==> config.mk <==
export PLATFORM = sky130hd
export DESIGN_NAME = ext_mem_width_adapter
export DESIGN_NICKNAME = d
export VERILOG_FILES = /design/src/hw/ext_mem_pkg.sv /design/src/hw/ext_mem_width_adapter.sv /design/src/hw/ext_mem_lane_map.sv
export VERILOG_INCLUDE_DIRS = /design/src /design/src/hw
export SDC_FILE = /design/constraint.sdc
export NUM_CORES = 1
export LEC_CHECK = 0
export ABC_AREA = 1
export BUFFER_PORTS_ARGS = -buffer_cell sky130_fd_sc_hd__buf_4
export CAP_MARGIN = 20
export CORE_ASPECT_RATIO = 0.9
export CORE_MARGIN = 8
export CORE_UTILIZATION = 35
export CTS_CLUSTER_SIZE = 30
export DETAILED_ROUTE_END_ITERATION = 12
export PLACE_DENSITY = 0.67
export REMOVE_ABC_BUFFERS = 1
export SLEW_MARGIN = 0
export SYNTH_ARGS = -nofsm -noshare
export SYNTH_HDL_FRONTEND = slang
export SYNTH_SLANG_ARGS = --single-unit
==> constraint.sdc <==
create_clock -name i_clk_sys -period 3 [get_ports i_clk_sys]
set_input_delay 0.45 -clock i_clk_sys [delete_from_list [all_inputs] [get_ports i_clk_sys]]
set_output_delay 0.45 -clock i_clk_sys [all_outputs]
set_load 0.05 [all_outputs]
==> src/hw/ext_mem_defs.svh <==
// Constants for the external memory width adapter
// Behaviour
// - 32-bit data on 32-bit memory puts the internal address on the pins unchanged.
// - 32-bit data on 32-bit memory asserts all four byte strobes and moves data bits 31 to 0.
// - On 16-bit memory byte strobe 3 becomes the lowest address bit and strobes 0 and 1 are the lane enables.
// - 8-bit data on 16-bit memory shifts the address right by two and copies bit 23 into bits 23, 22 and 21.
// - 8-bit data on 16-bit memory drives internal address bit 1 onto the strobe-3 address output.
// - 8-bit data on 16-bit memory asserts strobe 0 when address bit 0 is 0 and strobe 1 when it is 1.
// - 8-bit data on 16-bit memory uses data bits 7 to 0 under strobe 0 and bits 15 to 8 under strobe 1.
// - 16-bit data on 16-bit memory shifts the address right by one and copies bit 23 into bits 23 and 22.
// - 16-bit data on 16-bit memory drives the bit dropped by the shift onto the strobe-3 address output.
// - 16-bit data on 16-bit memory asserts strobes 0 and 1 together and moves data bits 15 to 0.
// - 32-bit data on 16-bit memory puts the unshifted address on the pins for both halves.
// - 32-bit data on 16-bit memory splits into two transfers with the strobe-3 address 0 then 1.
// - Both halves of such a split access assert strobes 0 and 1 and move data bits 15 to 0.
// - A split 32-bit access takes one extra wait state over a single transfer.
`ifndef EXT_MEM_DEFS_SVH
`define EXT_MEM_DEFS_SVH

`define EXT_ADDR_W       24
`define EXT_DATA_W       32
`define EXT_LANES        4
`define EXT_SPACES       2
`define EXT_STRB_IDLE    4'hF
`define EXT_STRB_ALL     4'h0
`define EXT_STRB_LANE0   4'hE
`define EXT_STRB_LANE1   4'hD
`define EXT_STRB_LOW2    4'hC
`define EXT_HALVES_SPLIT 2'h2
`define EXT_HALVES_ONE   2'h1

`endif

==> src/hw/ext_mem_pkg.sv <==
// Types for the external memory width adapter
package ext_mem_pkg;

    typedef enum logic {
        MEM_W32,
        MEM_W16
    } mem_width_t;

    typedef enum logic [1:0] {
        SIZE_8,
        SIZE_16,
        SIZE_32
    } data_size_t;

    // Static configuration of one strobe space
    typedef struct packed {
        mem_width_t width;
        data_size_t size;
    } space_cfg_t;

    // Pin image of one external transfer
    typedef struct packed {
        logic [23:0] addr;
        logic [3:0]  strb_n;
        logic [31:0] wdata;
        logic [31:0] dmask;
    } pin_map_t;

endpackage

==> src/hw/ext_mem_width_adapter.sv <==
// External memory width adapter: access sequencing and registered pins
`timescale 1ns/1ps
`include "ext_mem_defs.svh"

module ext_mem_width_adapter (
    input  wire logic                    i_clk_sys,
    input  wire logic                    i_srst,
    input  wire ext_mem_pkg::space_cfg_t i_cfg_first,
    input  wire ext_mem_pkg::space_cfg_t i_cfg_second,
    input  wire logic                    i_req,
    input  wire logic                    i_space,
    input  wire logic                    i_write,
    input  wire logic [23:0]             i_addr,
    input  wire logic [31:0]             i_wdata,
    input  wire logic [31:0]             i_mem_rdata,
    output logic                         o_busy,
    output logic                         o_done,
    output logic [31:0]                  o_rdata,
    output logic [23:0]                  o_mem_addr,
    output logic [31:0]                  o_mem_wdata,
    output logic [31:0]                  o_mem_wdata_oe,
    output logic                         o_mem_rw_n,
    output logic [3:0]                   o_first_strobe_n,
    output logic [3:0]                   o_second_strobe_n
);

    typedef enum logic [1:0] {
        ST_IDLE,
        ST_XFER,
        ST_DONE
    } state_t;

    state_t                  state;
    ext_mem_pkg::space_cfg_t cfg;
    ext_mem_pkg::pin_map_t   map;
    logic                    space;
    logic                    write;
    logic [23:0]             addr;
    logic [31:0]             wdata;
    logic                    half;
    logic                    split;
    logic [31:0]             next_rdata;

    // Configuration chosen per strobe space
    assign cfg = i_space ? i_cfg_second : i_cfg_first;

    ext_mem_lane_map u_map (
        .i_cfg   (space ? i_cfg_second : i_cfg_first),
        .i_addr  (addr),
        .i_wdata (wdata),
        .i_half  (half),
        .o_map   (map)
    );

    // Capture of the request
    always_ff @(posedge i_clk_sys) begin
        if (i_srst) begin
            space <= 1'b0;
            write <= 1'b0;
            addr  <= 24'h000000;
            wdata <= 32'h00000000;
            split <= 1'b0;
        end else if (state == ST_IDLE && i_req) begin
            space <= i_space;
            write <= i_write;
            addr  <= i_addr;
            wdata <= i_wdata;
            split <= cfg.width == ext_mem_pkg::MEM_W16 &&
                     cfg.size == ext_mem_pkg::SIZE_32;
        end
    end

    // Transfer sequencing; split access spends one extra cycle
    always_ff @(posedge i_clk_sys) begin
        if (i_srst) begin
            state <= ST_IDLE;
            half  <= 1'b0;
        end else begin
            unique case (state)
                ST_IDLE: begin
                    half <= 1'b0;
                    if (i_req) begin
                        state <= ST_XFER;
                    end
                end
                ST_XFER: begin
                    if (split && !half) begin
                        half <= 1'b1;
                    end else begin
                        state <= ST_DONE;
                    end
                end
                ST_DONE: begin
                    state <= ST_IDLE;
                    half  <= 1'b0;
                end
            endcase
        end
    end

    // Read data assembly from the active lanes
    always_comb begin
        next_rdata = o_rdata;
        if (state == ST_XFER) begin
            if (map.dmask == 32'hFFFFFFFF) begin
                next_rdata = i_mem_rdata;
            end else if (split) begin
                if (half) begin
                    next_rdata = {i_mem_rdata[15:0], o_rdata[15:0]};
                end else begin
                    next_rdata = {16'h0000, i_mem_rdata[15:0]};
                end
            end else if (map.dmask == 32'h0000FF00) begin
                next_rdata = {24'h000000, i_mem_rdata[15:8]};
            end else if (map.dmask == 32'h000000FF) begin
                next_rdata = {24'h000000, i_mem_rdata[7:0]};
            end else begin
                next_rdata = {16'h0000, i_mem_rdata[15:0]};
            end
        end
    end

    // Registered pin drive; strobes idle high between accesses
    always_ff @(posedge i_clk_sys) begin
        if (i_srst) begin
            o_mem_addr        <= 24'h000000;
            o_mem_wdata       <= 32'h00000000;
            o_mem_wdata_oe    <= 32'h00000000;
            o_mem_rw_n        <= 1'b1;
            o_first_strobe_n  <= `EXT_STRB_IDLE;
            o_second_strobe_n <= `EXT_STRB_IDLE;
        end else begin
            o_first_strobe_n  <= `EXT_STRB_IDLE;
            o_second_strobe_n <= `EXT_STRB_IDLE;
            o_mem_wdata_oe    <= 32'h00000000;
            o_mem_rw_n        <= 1'b1;
            if (state == ST_XFER) begin
                o_mem_addr  <= map.addr;
                o_mem_wdata <= map.wdata;
                o_mem_rw_n  <= !write;
                if (write) begin
                    o_mem_wdata_oe <= map.dmask;
                end
                if (space) begin
                    o_second_strobe_n <= map.strb_n;
                end else begin
                    o_first_strobe_n <= map.strb_n;
                end
            end
        end
    end

    // Handshake and read data
    always_ff @(posedge i_clk_sys) begin
        if (i_srst) begin
            o_busy  <= 1'b0;
            o_done  <= 1'b0;
            o_rdata <= 32'h00000000;
        end else begin
            o_busy  <= (state == ST_IDLE) ? i_req : (state == ST_XFER);
            o_done  <= (state == ST_XFER) && !(split && !half);
            o_rdata <= next_rdata;
        end
    end

endmodule // ext_mem_width_adapter

==> src/hw/ext_mem_lane_map.sv <==
// Combinational address, strobe and data lane mapping for one transfer
`timescale 1ns/1ps
`include "ext_mem_defs.svh"

module ext_mem_lane_map (
    input  wire ext_mem_pkg::space_cfg_t i_cfg,
    input  wire logic [23:0]             i_addr,
    input  wire logic [31:0]             i_wdata,
    input  wire logic                    i_half,
    output ext_mem_pkg::pin_map_t        o_map
);

    // Mapping per width and size case
    always_comb begin
        o_map.addr   = i_addr;
        o_map.strb_n = `EXT_STRB_ALL;
        o_map.wdata  = i_wdata;
        o_map.dmask  = 32'hFFFFFFFF;
        if (i_cfg.width == ext_mem_pkg::MEM_W16) begin
            unique case (i_cfg.size)
                ext_mem_pkg::SIZE_8: begin
                    o_map.addr = {{2{i_addr[23]}}, i_addr[23:2]};
                    // Strobe 3 low bit from address bit 1
                    o_map.strb_n = {i_addr[1], 1'b1,
                        i_addr[0] ? 2'h1 : 2'h2};
                    o_map.wdata = {16'h0000, i_wdata[7:0], i_wdata[7:0]};
                    o_map.dmask = i_addr[0] ? 32'h0000FF00
                                            : 32'h000000FF;
                end
                ext_mem_pkg::SIZE_16: begin
                    o_map.addr = {i_addr[23], i_addr[23:1]};
                    o_map.strb_n = {i_addr[0], 3'h4};
                    o_map.wdata = {16'h0000, i_wdata[15:0]};
                    o_map.dmask = 32'h0000FFFF;
                end
                default: begin
                    // Unshifted address, half select on strobe 3
                    o_map.addr = i_addr;
                    o_map.strb_n = {i_half, 3'h4};
                    o_map.wdata = {16'h0000,
                        i_half ? i_wdata[31:16] : i_wdata[15:0]};
                    o_map.dmask = 32'h0000FFFF;
                end
            endcase
        end else begin
            o_map.addr   = i_addr;
            o_map.strb_n = `EXT_STRB_ALL;
        end
    end

endmodule // ext_mem_lane_map

==> summary.md, run 1 <==
| Metric | Value |
|---|---|
| Core ar. | ~0.020 mm2 |
| #FFs+latches synth | ~160 |
| Gr ovfl total | 0 |
| Area Overhead vs Synth | 31.7% |
| Clock tree buffer depth | 2 |
| Sink Count | between 150 and 200 |
| Most area-hungry cell type in the Yosys netlist | dfxtp_1 |
| I/O Buffers | ~230 |
| Clock transition at the registers of the reported paths | ~70 ps |
| Run status | complete, no violations |
| Fraction of layout cells with a size suffix above 1 | 25.9% |
| Max Cap Viol | 0 |
| Placed insts | about 1,400 |
| Wire per inst | 15.8 um |
| Drt pass-1 iters | 5 |
| Worst Path Buf+Inv | 3 |
| Pwr Density | 984 mW/mm2 |
| Final Slew Violations | 0 |
| Final Cycle Share | 67.1% |
| Ys async rst share | 0% |
| Ys flop type | dfxtp_1 |
| Die ar. | between 0.02 and 0.025 mm2 |
| Initial antenna violation count | 0 |
| Hold_ws | approximately 280 ps |
| Post-Place Worst Slack | 899 ps |
| Cell family contributing the most delay on the critical path | compound AO/OA/AOI/OAI gates |
| Max_slew headroom | a little under two fifths |
| Fin cells | 1,385 |
| H-tree depth | 4 |
| Post-DP HPWL | approximately 15 mm |
| Fmax | approximately 0.5 GHz |
| Root buffer cell | clkbuf_16 |
| Drt drc | 0 |
| Die Width | around 160 um |
| Routed vias/inst | 4.94 |
| Die height | 150 um |
| CTS tree | done |
| Post-synthesis sequential area ratio | a little under half |
| CP required | about 3300 ps |
| Vias in the first global route | between 6,000 and 7,000 |
| Gates resized, CTS repair | 0 |
| IO Pins | 230 |
| # rows | 49 |
| Final core utilization | between 40% and 50% |
| Yosys top cell area share | a little under half |
| Leakage | around 4 nW |
| GRT Total Usage | 17.5% |
| Post-synth EDFFs | 0 |
| Worst Path Arrival | 2310 ps |
| Largest net degree at the start of global routing | 77 |
| Post-Syn Area | roughly 0.007 mm2 |
| Iter 0 DRT Violations | between 500 and 600 |
| Fin. Hold Viols | 0 |
| CTS Buf Count | 17 |
| Least-Margin Pin Slew | between 900 and 1000 ps |
| Synth warnings | 0 |
| Yosys cell types | 30 |
| Starting Density | about a third |
| Clk_skew | 6.10 ps |
| Min Tclk post-route | roughly 2000 ps |
| CP peak stage delay | between 400 and 500 ps |
| N_diodes | 0 |
| RSZ-0062 raised after global routing | false |
| Routability Congestion | 0.763 |
| Post-CTS setup buffers | 0 |
| Top post-synthesis cells by area | dfxtp_1 47%, o21ai_0 9.6%, nand2_1 9.2%, nor2_1 7.7%, a21oi_1 5.4% |
| Crit Path Max Fanout | 37 |
| CP max stage cell | dfxtp_1 |
| Hold buffer count at cts | 0 |
| Final WL | roughly 22 mm |
| CP endpoint kind | flip-flop |
| Crit Path Class | reg -> reg |
| Routed Antenna Nets | 0 |
| Routed via count | between 6,000 and 7,000 |
| Max VDD drop | 0.394 mV |
| Flop2flop setup slack | 990 ps |
| First-pass GRT wire length | about 35 mm |
| Mean Syn Cell Area | ~7.3 um2 |
| # nets final | 1,219 |
| Crit path cell chain | inv_2 -> nand2_2 -> nand2_2 -> buf_4 -> o21ai_4 -> inv_2 -> o21ai_0 -> a21oi_1 |
| Clock network latency to the later pin of the worst-skew pair | roughly 420 ps |
| Cells after synthesis | approximately 950 |
| Final setup vio count | 0 |
| Fin worst setup slack | approximately 990 ps |
| Hold Path Class | in -> reg |
| Critical Path Start Type | flip-flop |
## per-layer routing
layer / part of all wire (%) / vias up / global-route usage [%]
li1: - / 3441 / -
met1: 45 / 3148 / 22.0
met2: 46 / 234 / 28.4
met3: 8.2 / 16 / 5.01
met4: 1.2 / 0 / 5.63
met5: 0 / - / 0
## state kept, by name (all words and copies together), names as in the netlist
name / flops
o_done: 1
addr: 24
write: 1
space: 1
half: 1
o_mem_wdata_oe: 3
o_mem_wdata: 32
o_busy: 1
wdata: 32
o_mem_addr: 24
o_second_strobe_n: 4
split: 1
o_rdata: 32
state: 2
o_mem_rw_n: 1
o_first_strobe_n: 4
## worst reg2reg max path, cell delays in order, from the launching register on
cell and delay (ps):
dfxtp_1 410, inv_2 100, nand2_2 70, nand2_2 90, buf_4 300, o21ai_4 420, inv_2 220, o21ai_0 230
a21oi_1 60
## final cells by class
| type | instances | area [um2] |
|---|---|---|
| well taps | 255 | 319 |
| fillers | 2016 | 10600 |
| clock buffers | 20 | 457 |
| inverters | 54 | 206 |
| clock inverters | 12 | 129 |
| repair buffers | 239 | 1790 |
| flip-flops and latches | 164 | 3280 |
| multi-input cells | 641 | 2980 |
## cell usage after synthesis (2+ instances only)
cell type,number
a31oi_1,39
o211ai_1,3
buf_1,2
nand2_2,6
nand3_1,48
clkbuf_1,43
buf_4,32
inv_1,48
nand4_1,2
nand3b_1,2
buf_2,13
nor2_4,3
dfxtp_1,164
nor2_1,143
ha_1,3
o21ai_1,4
a21oi_1,75
o21ai_0,134
buf_6,3
nand2_1,171
inv_2,5
## worst paths after layout
| check | cells past startpoint | from | end |
|---|---|---|---|
| worst max register to register | 8 | space | o_rdata[8] |
| worst max-delay path | 8 | space | o_rdata[8] |
| worst min register to register | 2 | wdata[13] | wdata[13] |
| worst min-delay path | 3 | i_addr[18] | addr[18] |
## power by group
group | internal, W | switching (W) | total [W]
sequential | 0.00272 | 0.000346 | 0.00307
combinational | 0.00108 | 0.00269 | 0.00377
clock | 0.00127 | 0.000914 | 0.00218
## metrics by stage
stage          instance area [um2]  total power (W)  TNS, ps
2_1_floorplan                 6450          0.00561   -73600
6_report                      9170          0.00902        0
3_3_place_gp                  8580          0.00686        0
4_1_cts                       9170          0.00910        0
5_1_grt                       9170          0.00954        0
3_5_place_dp                  8580          0.00690        0
## cell usage in the layout, fill, tap and decap left out, types with 2 or more instances in the layout
cell,netlist,final
clkinvlp_4,0,3
nand3b_1,2,2
clkbuf_8,0,2
ha_1,3,2
clkinv_2,0,5
clkinv_4,0,2
inv_2,5,6
inv_1,48,46
dfxtp_1,164,164
o21ai_1,4,4
a31oi_1,39,39
buf_4,32,239
nand2_1,171,170
nor2_4,3,3
nor2_1,143,143
nand4_1,2,2
o211ai_1,3,3
nand2_2,6,7
o21ai_0,134,134
a21oi_1,75,75
nand3_1,48,48
bufinv_16,0,2
clkbuf_16,0,17
## logic make-up after synthesis
family	after synthesis	share of synthesized area, %
fa+ha+maj	3	0.539
buf+inv	147	10.2
simple gates	378	22.2
compound gates	260	19.9
flops	164	47.2
Power figures use the tool's default switching activity.
==> run 2, diff against run 1 <==
==> constraint.sdc (replaced) <==
create_clock -name i_clk_sys -period 1.86 [get_ports i_clk_sys]
set_input_delay 0.279 -clock i_clk_sys [delete_from_list [all_inputs] [get_ports i_clk_sys]]
set_output_delay 0.279 -clock i_clk_sys [all_outputs]
set_load 0.05 [all_outputs]
==> run 2 against run 1 <==
Routed wire length fell by 0.94%. Sequential share of layout area fell by 0.73 points. Critical path depth rose by 1. Via count fell by 0.86%. Die area did not move. Sequential power rose by 61%. Largest cell class unchanged. Largest power group unchanged.
==> summary.md, run 2 (synthesized netlist as in run 1, its figures left out) <==
| Metric | Value |
|---|---|
| Routability Congestion | 0.763 |
| Vias in the first global route | 6,439 |
| Fin cells | about 1,400 |
| Die height | 150 um |
| Pwr Density | between 1500 and 2000 mW/mm2 |
| Max VDD drop | between 0.6 and 0.7 mV |
| Starting Density | about a third |
| Crit Path Max Fanout | 8 |
| Flop2flop setup slack | ~210 ps |
| H-tree depth | 4 |
| Wire per inst | around 16 um |
| Run status | complete, no violations |
| Total power | approximately 0.015 W |
| Leakage | roughly 4.2 nW |
| GRT Total Usage | 17.2% |
| Critical Path Start Type | flip-flop |
| Hold path depth | 3 |
| Placed insts | about 1,400 |
| Fraction of layout cells with a size suffix above 1 | 26.7% |
| # rows | slightly below 50 |
| Fmax | just over 0.6 GHz |
| Initial antenna violation count | 0 |
| Clock transition at the registers of the reported paths | 60 ps |
| Crit Path Class | reg -> reg |
| Max Cap Viol | 0 |
| Iter 0 DRT Violations | 415 |
| Hold Path Class | in -> reg |
| Worst Path Buf+Inv | 2 |
| Sink Count | between 150 and 200 |
| CTS Buf Count | 17 |
| Final WL | approximately 22 mm |
| Min Tclk post-route | between 1500 and 2000 ps |
| Commonest non-fill, non-tap cell in the layout | buf_4 |
| RSZ-0062 raised after global routing | false |
| Clock network latency to the later pin of the worst-skew pair | 420 ps |
| Routed via count | about 6,800 |
| Cell family contributing the most delay on the critical path | simple AND/OR/NAND/NOR gates |
| CTS tree | done |
| Die Width | 165 um |
| Fin. Hold Viols | 0 |
| Routed vias/inst | 4.84 |
| CP endpoint kind | flip-flop |
| Area Overhead vs Synth | 34.4% |
| IO Pins | 230 |
| Clk_skew | around 10 ps |
| Worst path depth | 9 |
| Core ar. | about 0.020 mm2 |
| Clock tree buffer depth | 2 |
| Gr ovfl total | 0 |
| I/O Buffers | 229 |
| N_diodes | 0 |
| Root buffer cell | clkbuf_16 |
| Hold_ws | roughly 110 ps |
| Largest net degree at the start of global routing | 54 |
| Reg2reg path depth | 9 |
| Final setup vio count | 0 |
| Final Cycle Share | ~90% |
| # fillers | around 2,000 |
| Die ar. | 0.0247 mm2 |
| Final Slew Violations | 0 |
| Drt drc | 0 |
| Commonest non-fill, non-tap cells in the layout | 248 x buf_4, 170 x nand2_1, 164 x dfxtp_1, 143 x nor2_1, 134 x o21ai_0 |
| CP max stage cell | dfxtp_1 |
| Post-DP HPWL | ~15 mm |
| Max_slew headroom | approximately two thirds |
| Routed Antenna Nets | 0 |
| First-pass GRT wire length | 34.1 mm |
| Least-Margin Pin Slew | approximately 470 ps |
| Largest registers | o_mem_wdata: 32 flops, o_rdata: 32 flops, wdata: 32 flops |
| # nets final | 1,235 |
| Register area | ~0.0033 mm2 |
| Crit path cell chain | inv_2 -> nand2_2 -> nand2_2 -> inv_4 -> nand3_2 -> nand2_1 -> o21ai_1 -> nor2_1 -> nor2_1 |
| CP required | 2160 ps |
| Area of the multi-input gates | just under 0.003 mm2 |
| Hold buffer count at cts | 0 |
| Worst Path Arrival | roughly 2000 ps |
| CP peak stage delay | ~400 ps |
| Drt pass-1 iters | 5 |
-- run 2: final timing paths --
| check | startpoint | endpoint |
|---|---|---|
| max reg2reg | space | o_mem_wdata[12] |
| min reg2reg | wdata[9] | wdata[9] |
| max | space | o_mem_wdata[12] |
| min | i_addr[18] | addr[18] |
-- run 2: repair_timing --
item                       4_1_cts  5_1_grt
buffers inserted                 0        3
setup endpoints to repair        0        2
gates resized for setup          0        1
-- run 2: cell type report --
cell class,count,share of cell area (%)
sequential,164,35.1
timing repair buffer,255,21.4
clock buffer,22,4.96
inverter,54,2.22
multi-input combinational,641,31.8
tap,255,3.41
clock inverter,9,1.11
-- run 2: per-stage QoR --
stage,util [%],worst slack (ps),TNS [ps],instance area (um2)
6_report,47.4,212,0,9360
5_1_grt,47.4,29.9,0,9360
4_1_cts,47.2,190,0,9330
3_5_place_dp,44.4,222,0,8760
3_3_place_gp,44.4,259,0,8760
2_1_floorplan,-,-3840,-258530,6450
-- run 2: routing by layer --
metal / vias up / routed length [um] / global-route usage, %
met4: 0 / 252 / 5.85
met2: 222 / 9990 / 27.9
li1: 3469 / - / -
met5: - / 0 / 0
met1: 3076 / 9730 / 21.9
met3: 13 / 1750 / 4.21
-- run 2: report_power, final --
| group | switching (W) | total [W] | internal [W] |
|---|---|---|---|
| sequential | 0.000545 | 0.00494 | 0.00439 |
| combinational | 0.00436 | 0.00625 | 0.00189 |
| clock | 0.00140 | 0.00344 | 0.00204 |
-- run 2: worst min-delay path, stage by stage --
cell,delay [ps]
buf_4,70
o21ai_0,70
nor2_1,70
